--- src/verilog/ffep_pkg.sv ---
// constants and types for the four phase fetch execute pipeline
// Overview of operation
// - system timing comes from the slow crystal or fast RC oscillator, selectable
// - four non-overlapping phases derived from the clock; one pass is one cycle
// - program counter increments at phase one start; instruction fetched in phase one
// - decode and execute happen during phases two, three and four
// - next fetch overlaps current execution giving one instruction per cycle
// - standard instructions take one cycle, extended instructions take two
// - instructions changing the program counter take one extra cycle
// - jumps use one cycle to get the target and another to branch
// - an 8-bit ALU does arithmetic, logic, rotate, increment, decrement, branch tests
// - operands and results move through the accumulator and the ALU
// - a met skip discards the prefetched instruction and runs a dummy cycle
// - writing the counter low byte jumps within the 256-word page plus dummy cycle
package ffep_pkg;
  localparam int PC_W = 14;
  localparam int DA_W = 12;
  localparam int IW = 16;
  localparam int DW = 8;
  localparam int STK_D = 16;
  localparam int SP_W = 4;
  localparam logic [13:0] PC_RST = 14'h0000;
  localparam logic [13:0] PC_ONE = 14'h0001;
  localparam logic [7:0] ACC_RST = 8'h00;
  localparam logic [15:0] NOP_WORD = 16'h0000;
  localparam logic [3:0] SP_RST = 4'h0;
  localparam logic [3:0] SP_ONE = 4'h1;
  localparam logic [3:0] PAGE_PAD = 4'h0;
  // opcode field is bits 15:12, operand byte 7:0, jump target 11:0
  localparam int OPC_HI = 15;
  localparam int OPC_LO = 12;
  localparam int TGT_HI = 11;
  localparam int PAGE_LO = 8;
  localparam logic [3:0] OP_NOP = 4'h0;
  localparam logic [3:0] OP_ADD = 4'h1;
  localparam logic [3:0] OP_AND = 4'h2;
  localparam logic [3:0] OP_OR = 4'h3;
  localparam logic [3:0] OP_XOR = 4'h4;
  localparam logic [3:0] OP_LDA = 4'h5;
  localparam logic [3:0] OP_STA = 4'h6;
  localparam logic [3:0] OP_ROT = 4'h7;
  localparam logic [3:0] OP_SZ = 4'h8;
  localparam logic [3:0] OP_JMP = 4'h9;
  localparam logic [3:0] OP_CALL = 4'hA;
  localparam logic [3:0] OP_RET = 4'hB;
  localparam logic [3:0] OP_LDI = 4'hC;
  localparam logic [3:0] OP_LLDA = 4'hD;
  localparam logic [3:0] OP_WPCL = 4'hE;
  // sub-operations of OP_ROT in bits 1:0
  localparam logic [1:0] SUB_RR = 2'h0;
  localparam logic [1:0] SUB_RL = 2'h1;
  localparam logic [1:0] SUB_INC = 2'h2;
  localparam logic [1:0] SUB_DEC = 2'h3;
  localparam logic [7:0] BYTE_ONE = 8'h01;
  localparam logic [7:0] BYTE_ZERO = 8'h00;
  typedef enum logic [3:0] {
    PH_ONE = 4'h1,
    PH_TWO = 4'h2,
    PH_THREE = 4'h4,
    PH_FOUR = 4'h8
  } ffep_phase_e;
endpackage
--- src/verilog/ffep_phase_if.sv ---
// phase state carried from the phase generator to the core
`timescale 1ns/1ps
interface ffep_phase_if;
  ffep_pkg::ffep_phase_e ph;
  logic stb;
  modport gen (output ph, output stb);
  modport core (input ph, input stb);
endinterface

--- src/verilog/ffep_core.sv ---
// fetch execute pipeline core with accumulator, 8-bit ALU and stack
`timescale 1ns/1ps
module ffep_core (
  // clock and reset
  input wire logic sys_clk,
  input wire logic rst,
  // oscillator pins and select
  input wire logic low_speed_crystal_clock,
  input wire logic internal_fast_rc_clock,
  input wire logic clk_src_sel,
  // program memory
  output logic [13:0] prog_addr,
  output logic prog_rd,
  input wire logic [15:0] prog_data,
  // data memory
  output logic [11:0] data_addr,
  output logic data_rd,
  output logic data_we,
  output logic [7:0] data_wdata,
  input wire logic [7:0] data_rdata,
  // phase clocks
  output logic phase_one_fetch,
  output logic phase_two,
  output logic phase_three,
  output logic phase_four,
  // status
  output logic active_src,
  output logic [13:0] pc_value,
  output logic [7:0] acc_value,
  output logic dummy_cycle
);
  ffep_phase_if pif ();

  logic s1, s2, s3, s4;
  logic [13:0] pc_ff, nxt_pc, paddr_ff;
  logic prd_ff;
  logic [15:0] pf_ff, ir_ff;
  logic ext2_ff;
  logic [11:0] ext_addr_ff, daddr_ff;
  logic drd_ff, dwe_ff;
  logic [7:0] dwd_ff, acc_ff, alu_ff;
  logic zero_ff;
  logic dummy_ff;
  logic [3:0] sp_ff;
  logic [13:0] stk_mem [ffep_pkg::STK_D];
  logic [3:0] op, eop;
  logic [1:0] sub;
  logic [7:0] imm;
  logic acc_wr, is_jmp, is_call, is_ret, is_wpcl, is_ext;
  logic skip_hit, br_take, flush, rd_op;
  logic [13:0] br_tgt, ret_addr;
  logic [3:0] sp_dn;

  ffep_phase_gen u_phase (
    .sys_clk(sys_clk),
    .rst(rst),
    .low_speed_crystal_clock(low_speed_crystal_clock),
    .internal_fast_rc_clock(internal_fast_rc_clock),
    .clk_src_sel(clk_src_sel),
    .pif(pif),
    .active_src(active_src)
  );

  // 8-bit ALU shared by arithmetic, logic, rotate and counting operations
  function automatic logic [7:0] ffep_alu(input logic [3:0] o, input logic [1:0] s,
                                          input logic [7:0] a, input logic [7:0] m,
                                          input logic [7:0] k);
    logic [7:0] r;
    r = a;
    case (o)
      ffep_pkg::OP_ADD: r = a + m;
      ffep_pkg::OP_AND: r = a & m;
      ffep_pkg::OP_OR: r = a | m;
      ffep_pkg::OP_XOR: r = a ^ m;
      ffep_pkg::OP_LDA: r = m;
      ffep_pkg::OP_LDI: r = k;
      ffep_pkg::OP_ROT: begin
        case (s)
          ffep_pkg::SUB_RR: r = {a[0], a[7:1]};
          ffep_pkg::SUB_RL: r = {a[6:0], a[7]};
          ffep_pkg::SUB_INC: r = a + ffep_pkg::BYTE_ONE;
          ffep_pkg::SUB_DEC: r = a - ffep_pkg::BYTE_ONE;
          default: r = a;
        endcase
      end
      default: r = a;
    endcase
    return r;
  endfunction

  // one-cycle strobes on entry to each phase
  assign s1 = pif.stb & (pif.ph == ffep_pkg::PH_ONE);
  assign s2 = pif.stb & (pif.ph == ffep_pkg::PH_TWO);
  assign s3 = pif.stb & (pif.ph == ffep_pkg::PH_THREE);
  assign s4 = pif.stb & (pif.ph == ffep_pkg::PH_FOUR);

  // instruction field decode; second half of an extended op acts as a load
  assign op = ir_ff[ffep_pkg::OPC_HI:ffep_pkg::OPC_LO];
  assign eop = ext2_ff ? ffep_pkg::OP_LDA : op;
  assign sub = ir_ff[1:0];
  assign imm = ir_ff[7:0];
  assign is_jmp = (op == ffep_pkg::OP_JMP) & ~ext2_ff;
  assign is_call = (op == ffep_pkg::OP_CALL) & ~ext2_ff;
  assign is_ret = (op == ffep_pkg::OP_RET) & ~ext2_ff;
  assign is_wpcl = (op == ffep_pkg::OP_WPCL) & ~ext2_ff;
  assign is_ext = (op == ffep_pkg::OP_LLDA) & ~ext2_ff;
  assign acc_wr = (eop == ffep_pkg::OP_ADD) | (eop == ffep_pkg::OP_AND) |
                  (eop == ffep_pkg::OP_OR) | (eop == ffep_pkg::OP_XOR) |
                  (eop == ffep_pkg::OP_LDA) | (eop == ffep_pkg::OP_ROT) |
                  (eop == ffep_pkg::OP_LDI);
  // only memory operand ops read data memory; dummy and register ops stay quiet
  assign rd_op = (acc_wr & (eop != ffep_pkg::OP_ROT) & (eop != ffep_pkg::OP_LDI)) |
                 (eop == ffep_pkg::OP_SZ);

  // branch targets and the decision to drop the prefetched word
  assign sp_dn = sp_ff - ffep_pkg::SP_ONE;
  assign ret_addr = pc_ff - ffep_pkg::PC_ONE;
  assign skip_hit = (eop == ffep_pkg::OP_SZ) & zero_ff;
  assign br_take = is_jmp | is_call | is_ret | is_wpcl;
  assign flush = br_take | skip_hit | is_ext;
  always_comb begin
    br_tgt = {pc_ff[13:12], ir_ff[ffep_pkg::TGT_HI:0]};
    if (is_ret) br_tgt = stk_mem[sp_dn];
    if (is_wpcl) br_tgt = {pc_ff[13:ffep_pkg::PAGE_LO], acc_ff};
  end

  // program counter: step in phase one, branch in phase four
  always_comb begin
    nxt_pc = pc_ff;
    if (s1) nxt_pc = pc_ff + ffep_pkg::PC_ONE;
    else if (s4 & br_take) nxt_pc = br_tgt;
  end

  always_ff @(posedge sys_clk or posedge rst) begin
    if (rst) begin
      pc_ff <= ffep_pkg::PC_RST;
    end else begin
      pc_ff <= nxt_pc;
    end
  end

  // fetch: address issued in phase one, word captured entering phase two
  always_ff @(posedge sys_clk or posedge rst) begin
    if (rst) begin
      paddr_ff <= ffep_pkg::PC_RST;
      prd_ff <= 1'b0;
      pf_ff <= ffep_pkg::NOP_WORD;
    end else begin
      prd_ff <= s1;
      if (s1) paddr_ff <= pc_ff;
      if (s2) pf_ff <= prog_data;
    end
  end

  // instruction register advances at phase four; a flush inserts a dummy
  always_ff @(posedge sys_clk or posedge rst) begin
    if (rst) begin
      ir_ff <= ffep_pkg::NOP_WORD;
      dummy_ff <= 1'b1;
    end else if (s4) begin
      ir_ff <= flush ? ffep_pkg::NOP_WORD : pf_ff;
      dummy_ff <= flush & ~is_ext; // second half of an extended op is real work
    end
  end

  // extended op: prefetched word becomes the long data address
  always_ff @(posedge sys_clk or posedge rst) begin
    if (rst) begin
      ext2_ff <= 1'b0;
      ext_addr_ff <= 12'h000;
    end else if (s4) begin
      ext2_ff <= is_ext;
      if (is_ext) ext_addr_ff <= pf_ff[11:0];
    end
  end

  // phase two: decode the operand address and start the data read
  always_ff @(posedge sys_clk or posedge rst) begin
    if (rst) begin
      daddr_ff <= 12'h000;
      drd_ff <= 1'b0;
    end else begin
      drd_ff <= s2 & rd_op;
      if (s2) daddr_ff <= ext2_ff ? ext_addr_ff : {ffep_pkg::PAGE_PAD, ir_ff[7:0]};
    end
  end

  // phase three: operand through the ALU
  always_ff @(posedge sys_clk or posedge rst) begin
    if (rst) begin
      alu_ff <= ffep_pkg::ACC_RST;
      zero_ff <= 1'b0;
    end else if (s3) begin
      alu_ff <= ffep_alu(eop, sub, acc_ff, data_rdata, imm);
      zero_ff <= (data_rdata == ffep_pkg::BYTE_ZERO);
    end
  end

  // phase four: accumulator and data memory write back
  always_ff @(posedge sys_clk or posedge rst) begin
    if (rst) begin
      acc_ff <= ffep_pkg::ACC_RST;
      dwe_ff <= 1'b0;
      dwd_ff <= ffep_pkg::ACC_RST;
    end else begin
      dwe_ff <= s4 & (eop == ffep_pkg::OP_STA);
      if (s4 & (eop == ffep_pkg::OP_STA)) dwd_ff <= acc_ff;
      if (s4 & acc_wr) acc_ff <= alu_ff;
    end
  end

  // return stack pointer
  always_ff @(posedge sys_clk or posedge rst) begin
    if (rst) begin
      sp_ff <= ffep_pkg::SP_RST;
    end else if (s4 & is_call) begin
      sp_ff <= sp_ff + ffep_pkg::SP_ONE;
    end else if (s4 & is_ret) begin
      sp_ff <= sp_dn;
    end
  end

  // stack storage; a call saves the address of the word after it
  always_ff @(posedge sys_clk) begin
    if (s4 & is_call) stk_mem[sp_ff] <= ret_addr;
  end

  // outputs
  assign prog_addr = paddr_ff;
  assign prog_rd = prd_ff;
  assign data_addr = daddr_ff;
  assign data_rd = drd_ff;
  assign data_we = dwe_ff;
  assign data_wdata = dwd_ff;
  assign phase_one_fetch = (pif.ph == ffep_pkg::PH_ONE);
  assign phase_two = (pif.ph == ffep_pkg::PH_TWO);
  assign phase_three = (pif.ph == ffep_pkg::PH_THREE);
  assign phase_four = (pif.ph == ffep_pkg::PH_FOUR);
  assign pc_value = pc_ff;
  assign acc_value = acc_ff;
  assign dummy_cycle = dummy_ff;
endmodule

--- src/verilog/ffep_phase_gen.sv ---
// oscillator select, pin synchronisers and four phase sequencer
`timescale 1ns/1ps
module ffep_phase_gen (
  // clock and reset
  input wire logic sys_clk,
  input wire logic rst,
  // oscillator pins and select
  input wire logic low_speed_crystal_clock,
  input wire logic internal_fast_rc_clock,
  input wire logic clk_src_sel,
  // phase outputs
  ffep_phase_if.gen pif,
  output logic active_src
);
  logic [1:0] src_in;
  logic [2:0] sy_ff [2];
  logic [1:0] lvl_ff;
  logic [1:0] rise;
  logic sel_ff;
  logic tick;
  ffep_pkg::ffep_phase_e ph_ff;
  ffep_pkg::ffep_phase_e nxt_ph;
  logic stb_ff;

  assign src_in = {internal_fast_rc_clock, low_speed_crystal_clock};

  // three flop synchroniser; a level counts once flops two and three agree
  for (genvar i = 0; i < 2; i++) begin : g_sync
    always_ff @(posedge sys_clk or posedge rst) begin
      if (rst) begin
        // park high so a pin already high at release gives no false edge
        sy_ff[i] <= 3'h7;
        lvl_ff[i] <= 1'b1;
      end else begin
        sy_ff[i] <= {sy_ff[i][1:0], src_in[i]};
        if (sy_ff[i][2] == sy_ff[i][1]) lvl_ff[i] <= sy_ff[i][2];
      end
    end
    assign rise[i] = (sy_ff[i][2] == sy_ff[i][1]) & sy_ff[i][2] & ~lvl_ff[i];
  end

  // selected oscillator edge drives the sequencer
  assign tick = sel_ff ? rise[1] : rise[0];

  // phase order one, two, three, four, one
  always_comb begin
    case (ph_ff)
      ffep_pkg::PH_ONE: nxt_ph = ffep_pkg::PH_TWO;
      ffep_pkg::PH_TWO: nxt_ph = ffep_pkg::PH_THREE;
      ffep_pkg::PH_THREE: nxt_ph = ffep_pkg::PH_FOUR;
      ffep_pkg::PH_FOUR: nxt_ph = ffep_pkg::PH_ONE;
      default: nxt_ph = ffep_pkg::PH_ONE;
    endcase
  end

  // reset parks in phase four so the first tick opens a fresh phase one
  always_ff @(posedge sys_clk or posedge rst) begin
    if (rst) begin
      ph_ff <= ffep_pkg::PH_FOUR;
      stb_ff <= 1'b0;
      sel_ff <= 1'b0;
    end else begin
      sel_ff <= clk_src_sel;
      stb_ff <= tick;
      if (tick) ph_ff <= nxt_ph;
    end
  end

  assign pif.ph = ph_ff;
  assign pif.stb = stb_ff;
  assign active_src = sel_ff;
endmodule

--- config.mk ---
export PLATFORM = sky130hd
export DESIGN_NAME = ffep_core
export DESIGN_NICKNAME = d
export VERILOG_FILES = /design/src/verilog/ffep_pkg.sv /design/src/verilog/ffep_phase_if.sv /design/src/verilog/ffep_core.sv /design/src/verilog/ffep_phase_gen.sv
export SDC_FILE = /design/constraint.sdc
export NUM_CORES = 1
export LEC_CHECK = 0
export BUFFER_PORTS_ARGS = -buffer_cell sky130_fd_sc_hd__buf_2
export CORE_UTILIZATION = 35
export DETAILED_ROUTE_END_ITERATION = 12
export PLACE_DENSITY = 0.52
export SLEW_MARGIN = 20
export SYNTH_ARGS = -nofsm -noshare
export SYNTH_HDL_FRONTEND = slang
export SYNTH_SLANG_ARGS = --single-unit
--- constraint.sdc ---
create_clock -name sys_clk -period 8.8 [get_ports sys_clk]
set_input_delay 1.32 -clock sys_clk [delete_from_list [all_inputs] [get_ports sys_clk]]
set_output_delay 1.32 -clock sys_clk [all_outputs]
set_load 0.02 [all_outputs]
==> summary.md <==
| Metric | Value |
|---|---|
| Fmax | `a little under 300 MHz` |
| CP max stage delay | `0.86 ns` |
| CP max FO | `23` |
| Iter 0 DRT Violations | `813` |
| CTS max path bufs | `3` |
| Hold path start | `u_phase.sy_ff[0]$_DFF_PP1_` |
| Clock Power Share | `about 33%` |
| Pint | `about 0.0034 W` |
| Leakage power | `approximately 6.9 nW` |
| Mean Syn Cell Area | `14.4 µm²` |
| Largest net degree at the start of global routing | `72` |
| Via count | `between 9,000 and 10,000` |
| Worst hold path type | `register to register` |
| Total die area | `0.0464 mm²` |
| CTS buffer count | `40` |
| Cells after Synth | `about 1,100` |
| Core area | `between 0.04 and 0.05 mm²` |
| Buf/Inv on CP | `2` |
| IO Pins | `94` |
| # hold bufs at CTS | `0` |
| Reg power frac | `between 40% and 50%` |
| Critical path required time | `approximately 9 ns` |
| # diodes | `0` |
| CP top delay family | `simple AND/OR/NAND/NOR gates` |
| Nets@finish | `1,262` |
| Cell Rows | `between 70 and 80` |
| Routed WL | `between 40,000 and 50,000 µm` |
| Drt wl/cell | `around 23 µm` |
| Die Width | `215 µm` |
| Clk root buf | `clkbuf_16` |
| Fin crit share | `a little under two fifths` |
| Register bit total from synthesis | `approximately 360` |
| Asr flop ratio synth | `a little under two fifths` |
| Share of post-route cells with drive strength above 1 | `26.9%` |
| Worst path most repeated cell | `buf_4` |
| Switching portion of total power | `31.0%` |
| Hold_ws | `around 0.35 ns` |
| Vias per Instance | `about 5.4` |
| Setup tns final | `0 ns` |
| Postcts setup bufs | `0` |
| First-pass GRT wire length | `between 60,000 and 70,000 µm` |
| RSZ-0062 raised after global routing | `false` |
| Synth top area cells | `edfxtp_1 (42%), dfrtp_1 (19%), mux4_2 (9.6%)` |
| Initial antenna violation count | `1` |
| Antenna-violating nets left | `0` |
| Setup crit start | `u_phase.pif.ph[3]$_DFFE_PP1P_` |
| Area growth, synth to finish | `15.7%` |
| Synth unique cells | `between 70 and 80` |
| Worst vdd ir | `around 120 µV` |
| Run status | `finished clean` |
| Syn nets | `about 1,200` |
| GR Overflow Total | `0` |
| CP Cell Sequence | `nor2b_1 -> nand3_1 -> buf_4 -> nor3_1 -> and2_1 -> nand2_1 -> nor2_1 -> buf_4` |
| Port-buffer cells | `93` |
| Gpl congestion | `0.909` |
| Final setup viols | `0` |
| Sw power | `roughly 0.0015 W` |
| Vias in the first global route | `roughly 10,000` |
| Sequential area share after synthesis | `between 60 and 70%` |
| Reg2reg start | `u_phase.pif.ph[3]$_DFFE_PP1P_` |
| DP Wirelength | `around 27,000 µm` |
| Commonest non-fill, non-tap cell in the layout | `edfxtp_1` |
| Worst Tran Pin Value | `1.11 ns` |
| CTS tree | `built` |
| GRT Util Overall | `between 10% and 20%` |
| Clock sink count | `around 360` |
| Cell area power density | `269 mW/mm²` |
| Combinational Power Share | `between 10% and 20%` |
| DRC | `0` |
| DR pass1 iterations | `5` |
| Fin. max-slew vios | `0` |
| CP Launch Type | `register` |
| Netlist Area Pre-Place | `roughly 0.016 mm²` |
| Post-CTS Resized | `0` |
| Clock skew | `a little under 0.04 ns` |
| Crit. End Element | `register` |
| Initial Utilization | `35.8%` |
| Die height | `215 µm` |
| Clk pin slew, worst setup/hold paths | `0.06 ns` |
| Critical path type | `register to register` |
| Max Cap Viol | `0` |
| Prevailing post-synth register cell | `edfxtp_1` |
| CP max-delay cell | `nor2_1` |
| Top-area cell type share of the netlist area | `a little over two fifths` |
| Crit path time final | `around 3.4 ns` |
| CTS H-Tree Depth | `2` |
| Critical path arrival | `3.60 ns` |
| Latest clock arrival within the worst-skew pair | `0.56 ns` |
| Rel. slew slack | `25.7%` |
| Endpoints failing hold | `0` |
| Post-layout util | `just over 40%` |
| EDFF count, synth | `224` |
| Synth area leader | `edfxtp_1` |
| Leading cell types in the layout, fill and taps excluded | `edfxtp_1 (224), nand2_1 (124), dfrtp_1 (121)` |
| Synth Warn # | `0` |
-- cells in the mapped netlist, types with 18 or more instances --
cell / count
dfrtp_1: 122
clkbuf_1: 39
inv_1: 27
nor3_1: 21
a22o_1: 18
mux2_2: 43
nor2_1: 53
nand3_1: 24
a21oi_1: 22
mux4_2: 68
nand2_1: 124
ha_1: 26
edfxtp_1: 224
mux2i_1: 18
o21ai_0: 46
-- final cells by class --
type | count | area, µm²
clock inverter | 18 | 188
fill | 4153 | 26100
inverter | 28 | 110
timing repair buffer | 125 | 706
tap | 592 | 741
multi-input combinational | 655 | 5550
clock buffer | 53 | 1090
sequential | 356 | 10000
-- cell families (layout without fill, tap and decap cells) --
group                      after synthesis  count (layout)  synth area share [%]
buffers and inverters                   95             224                  2.65
and+or+nand+nor                        289             289                  8.69
xor gates and xnor gates                31              31                  1.87
muxes                                  129             129                  13.8
DFF                                    356             356                  63.0
adders and majority gates               27              27                  2.17
AOI/OAI and AO/OA                      179             179                  7.80
-- per-layer routing --
metal | track usage (%) | vias to the layer above | share of wire [%]
met1 | 24.1 | 5060 | 43
met2 | 29.7 | 289 | 48
met3 | 3.65 | 81 | 5.6
met5 | 0 | - | 0
li1 | - | 4416 | -
met4 | 6.50 | 0 | 3.1
-- through the flow --
stage,std cells,cell area [µm²],worst slack (ns),power (W)
after floorplan,1106,15900,3.97,0.00296
after global placement,1756,17100,5.36,0.00334
after detailed placement,1756,17100,5.31,0.00335
after CTS,1827,18400,5.32,0.00500
after global routing,1827,18400,5.17,0.00518
final,1827,18400,5.44,0.00496
-- state kept, by name, summed over array words and instances (netlist names), 6 cells and up --
register,cells
stk_mem,224
ir_ff,16
pf_ff,16
pc_value,14
prog_addr,14
data_addr,12
ext_addr_ff,12
acc_value,8
alu_ff,8
data_wdata,8
u_phase.sy_ff,6
-- power groups by stage --
stage / Sequential (W) / Combinational [W] / Clock (W)
after floorplan: 0.00229 / 0.000672 / 0
after global placement: 0.00237 / 0.000967 / 0
after detailed placement: 0.00238 / 0.000976 / 0
after CTS: 0.00234 / 0.000982 / 0.00167
after global routing: 0.00237 / 0.00108 / 0.00173
final: 0.00235 / 0.000984 / 0.00163
-- worst paths after layout --
path                            slack, ns  cells past startpoint                    endpoint
max in group asynchronous            6.50                      3        sp_ff[0]$_DFFE_PP0P_
worst min register to register       0.35                      0  u_phase.sy_ff[1]$_DFF_PP1_
worst max register to register       5.44                      8    stk_mem[6][10]$_DFFE_PP_
min in group asynchronous            0.88                      2    acc_value[4]$_DFFE_PP0P_
worst max-delay path                 5.44                      8    stk_mem[6][10]$_DFFE_PP_
worst min-delay path                 0.35                      0  u_phase.sy_ff[1]$_DFF_PP1_
Note: power is estimated with default switching activity, not from simulation.
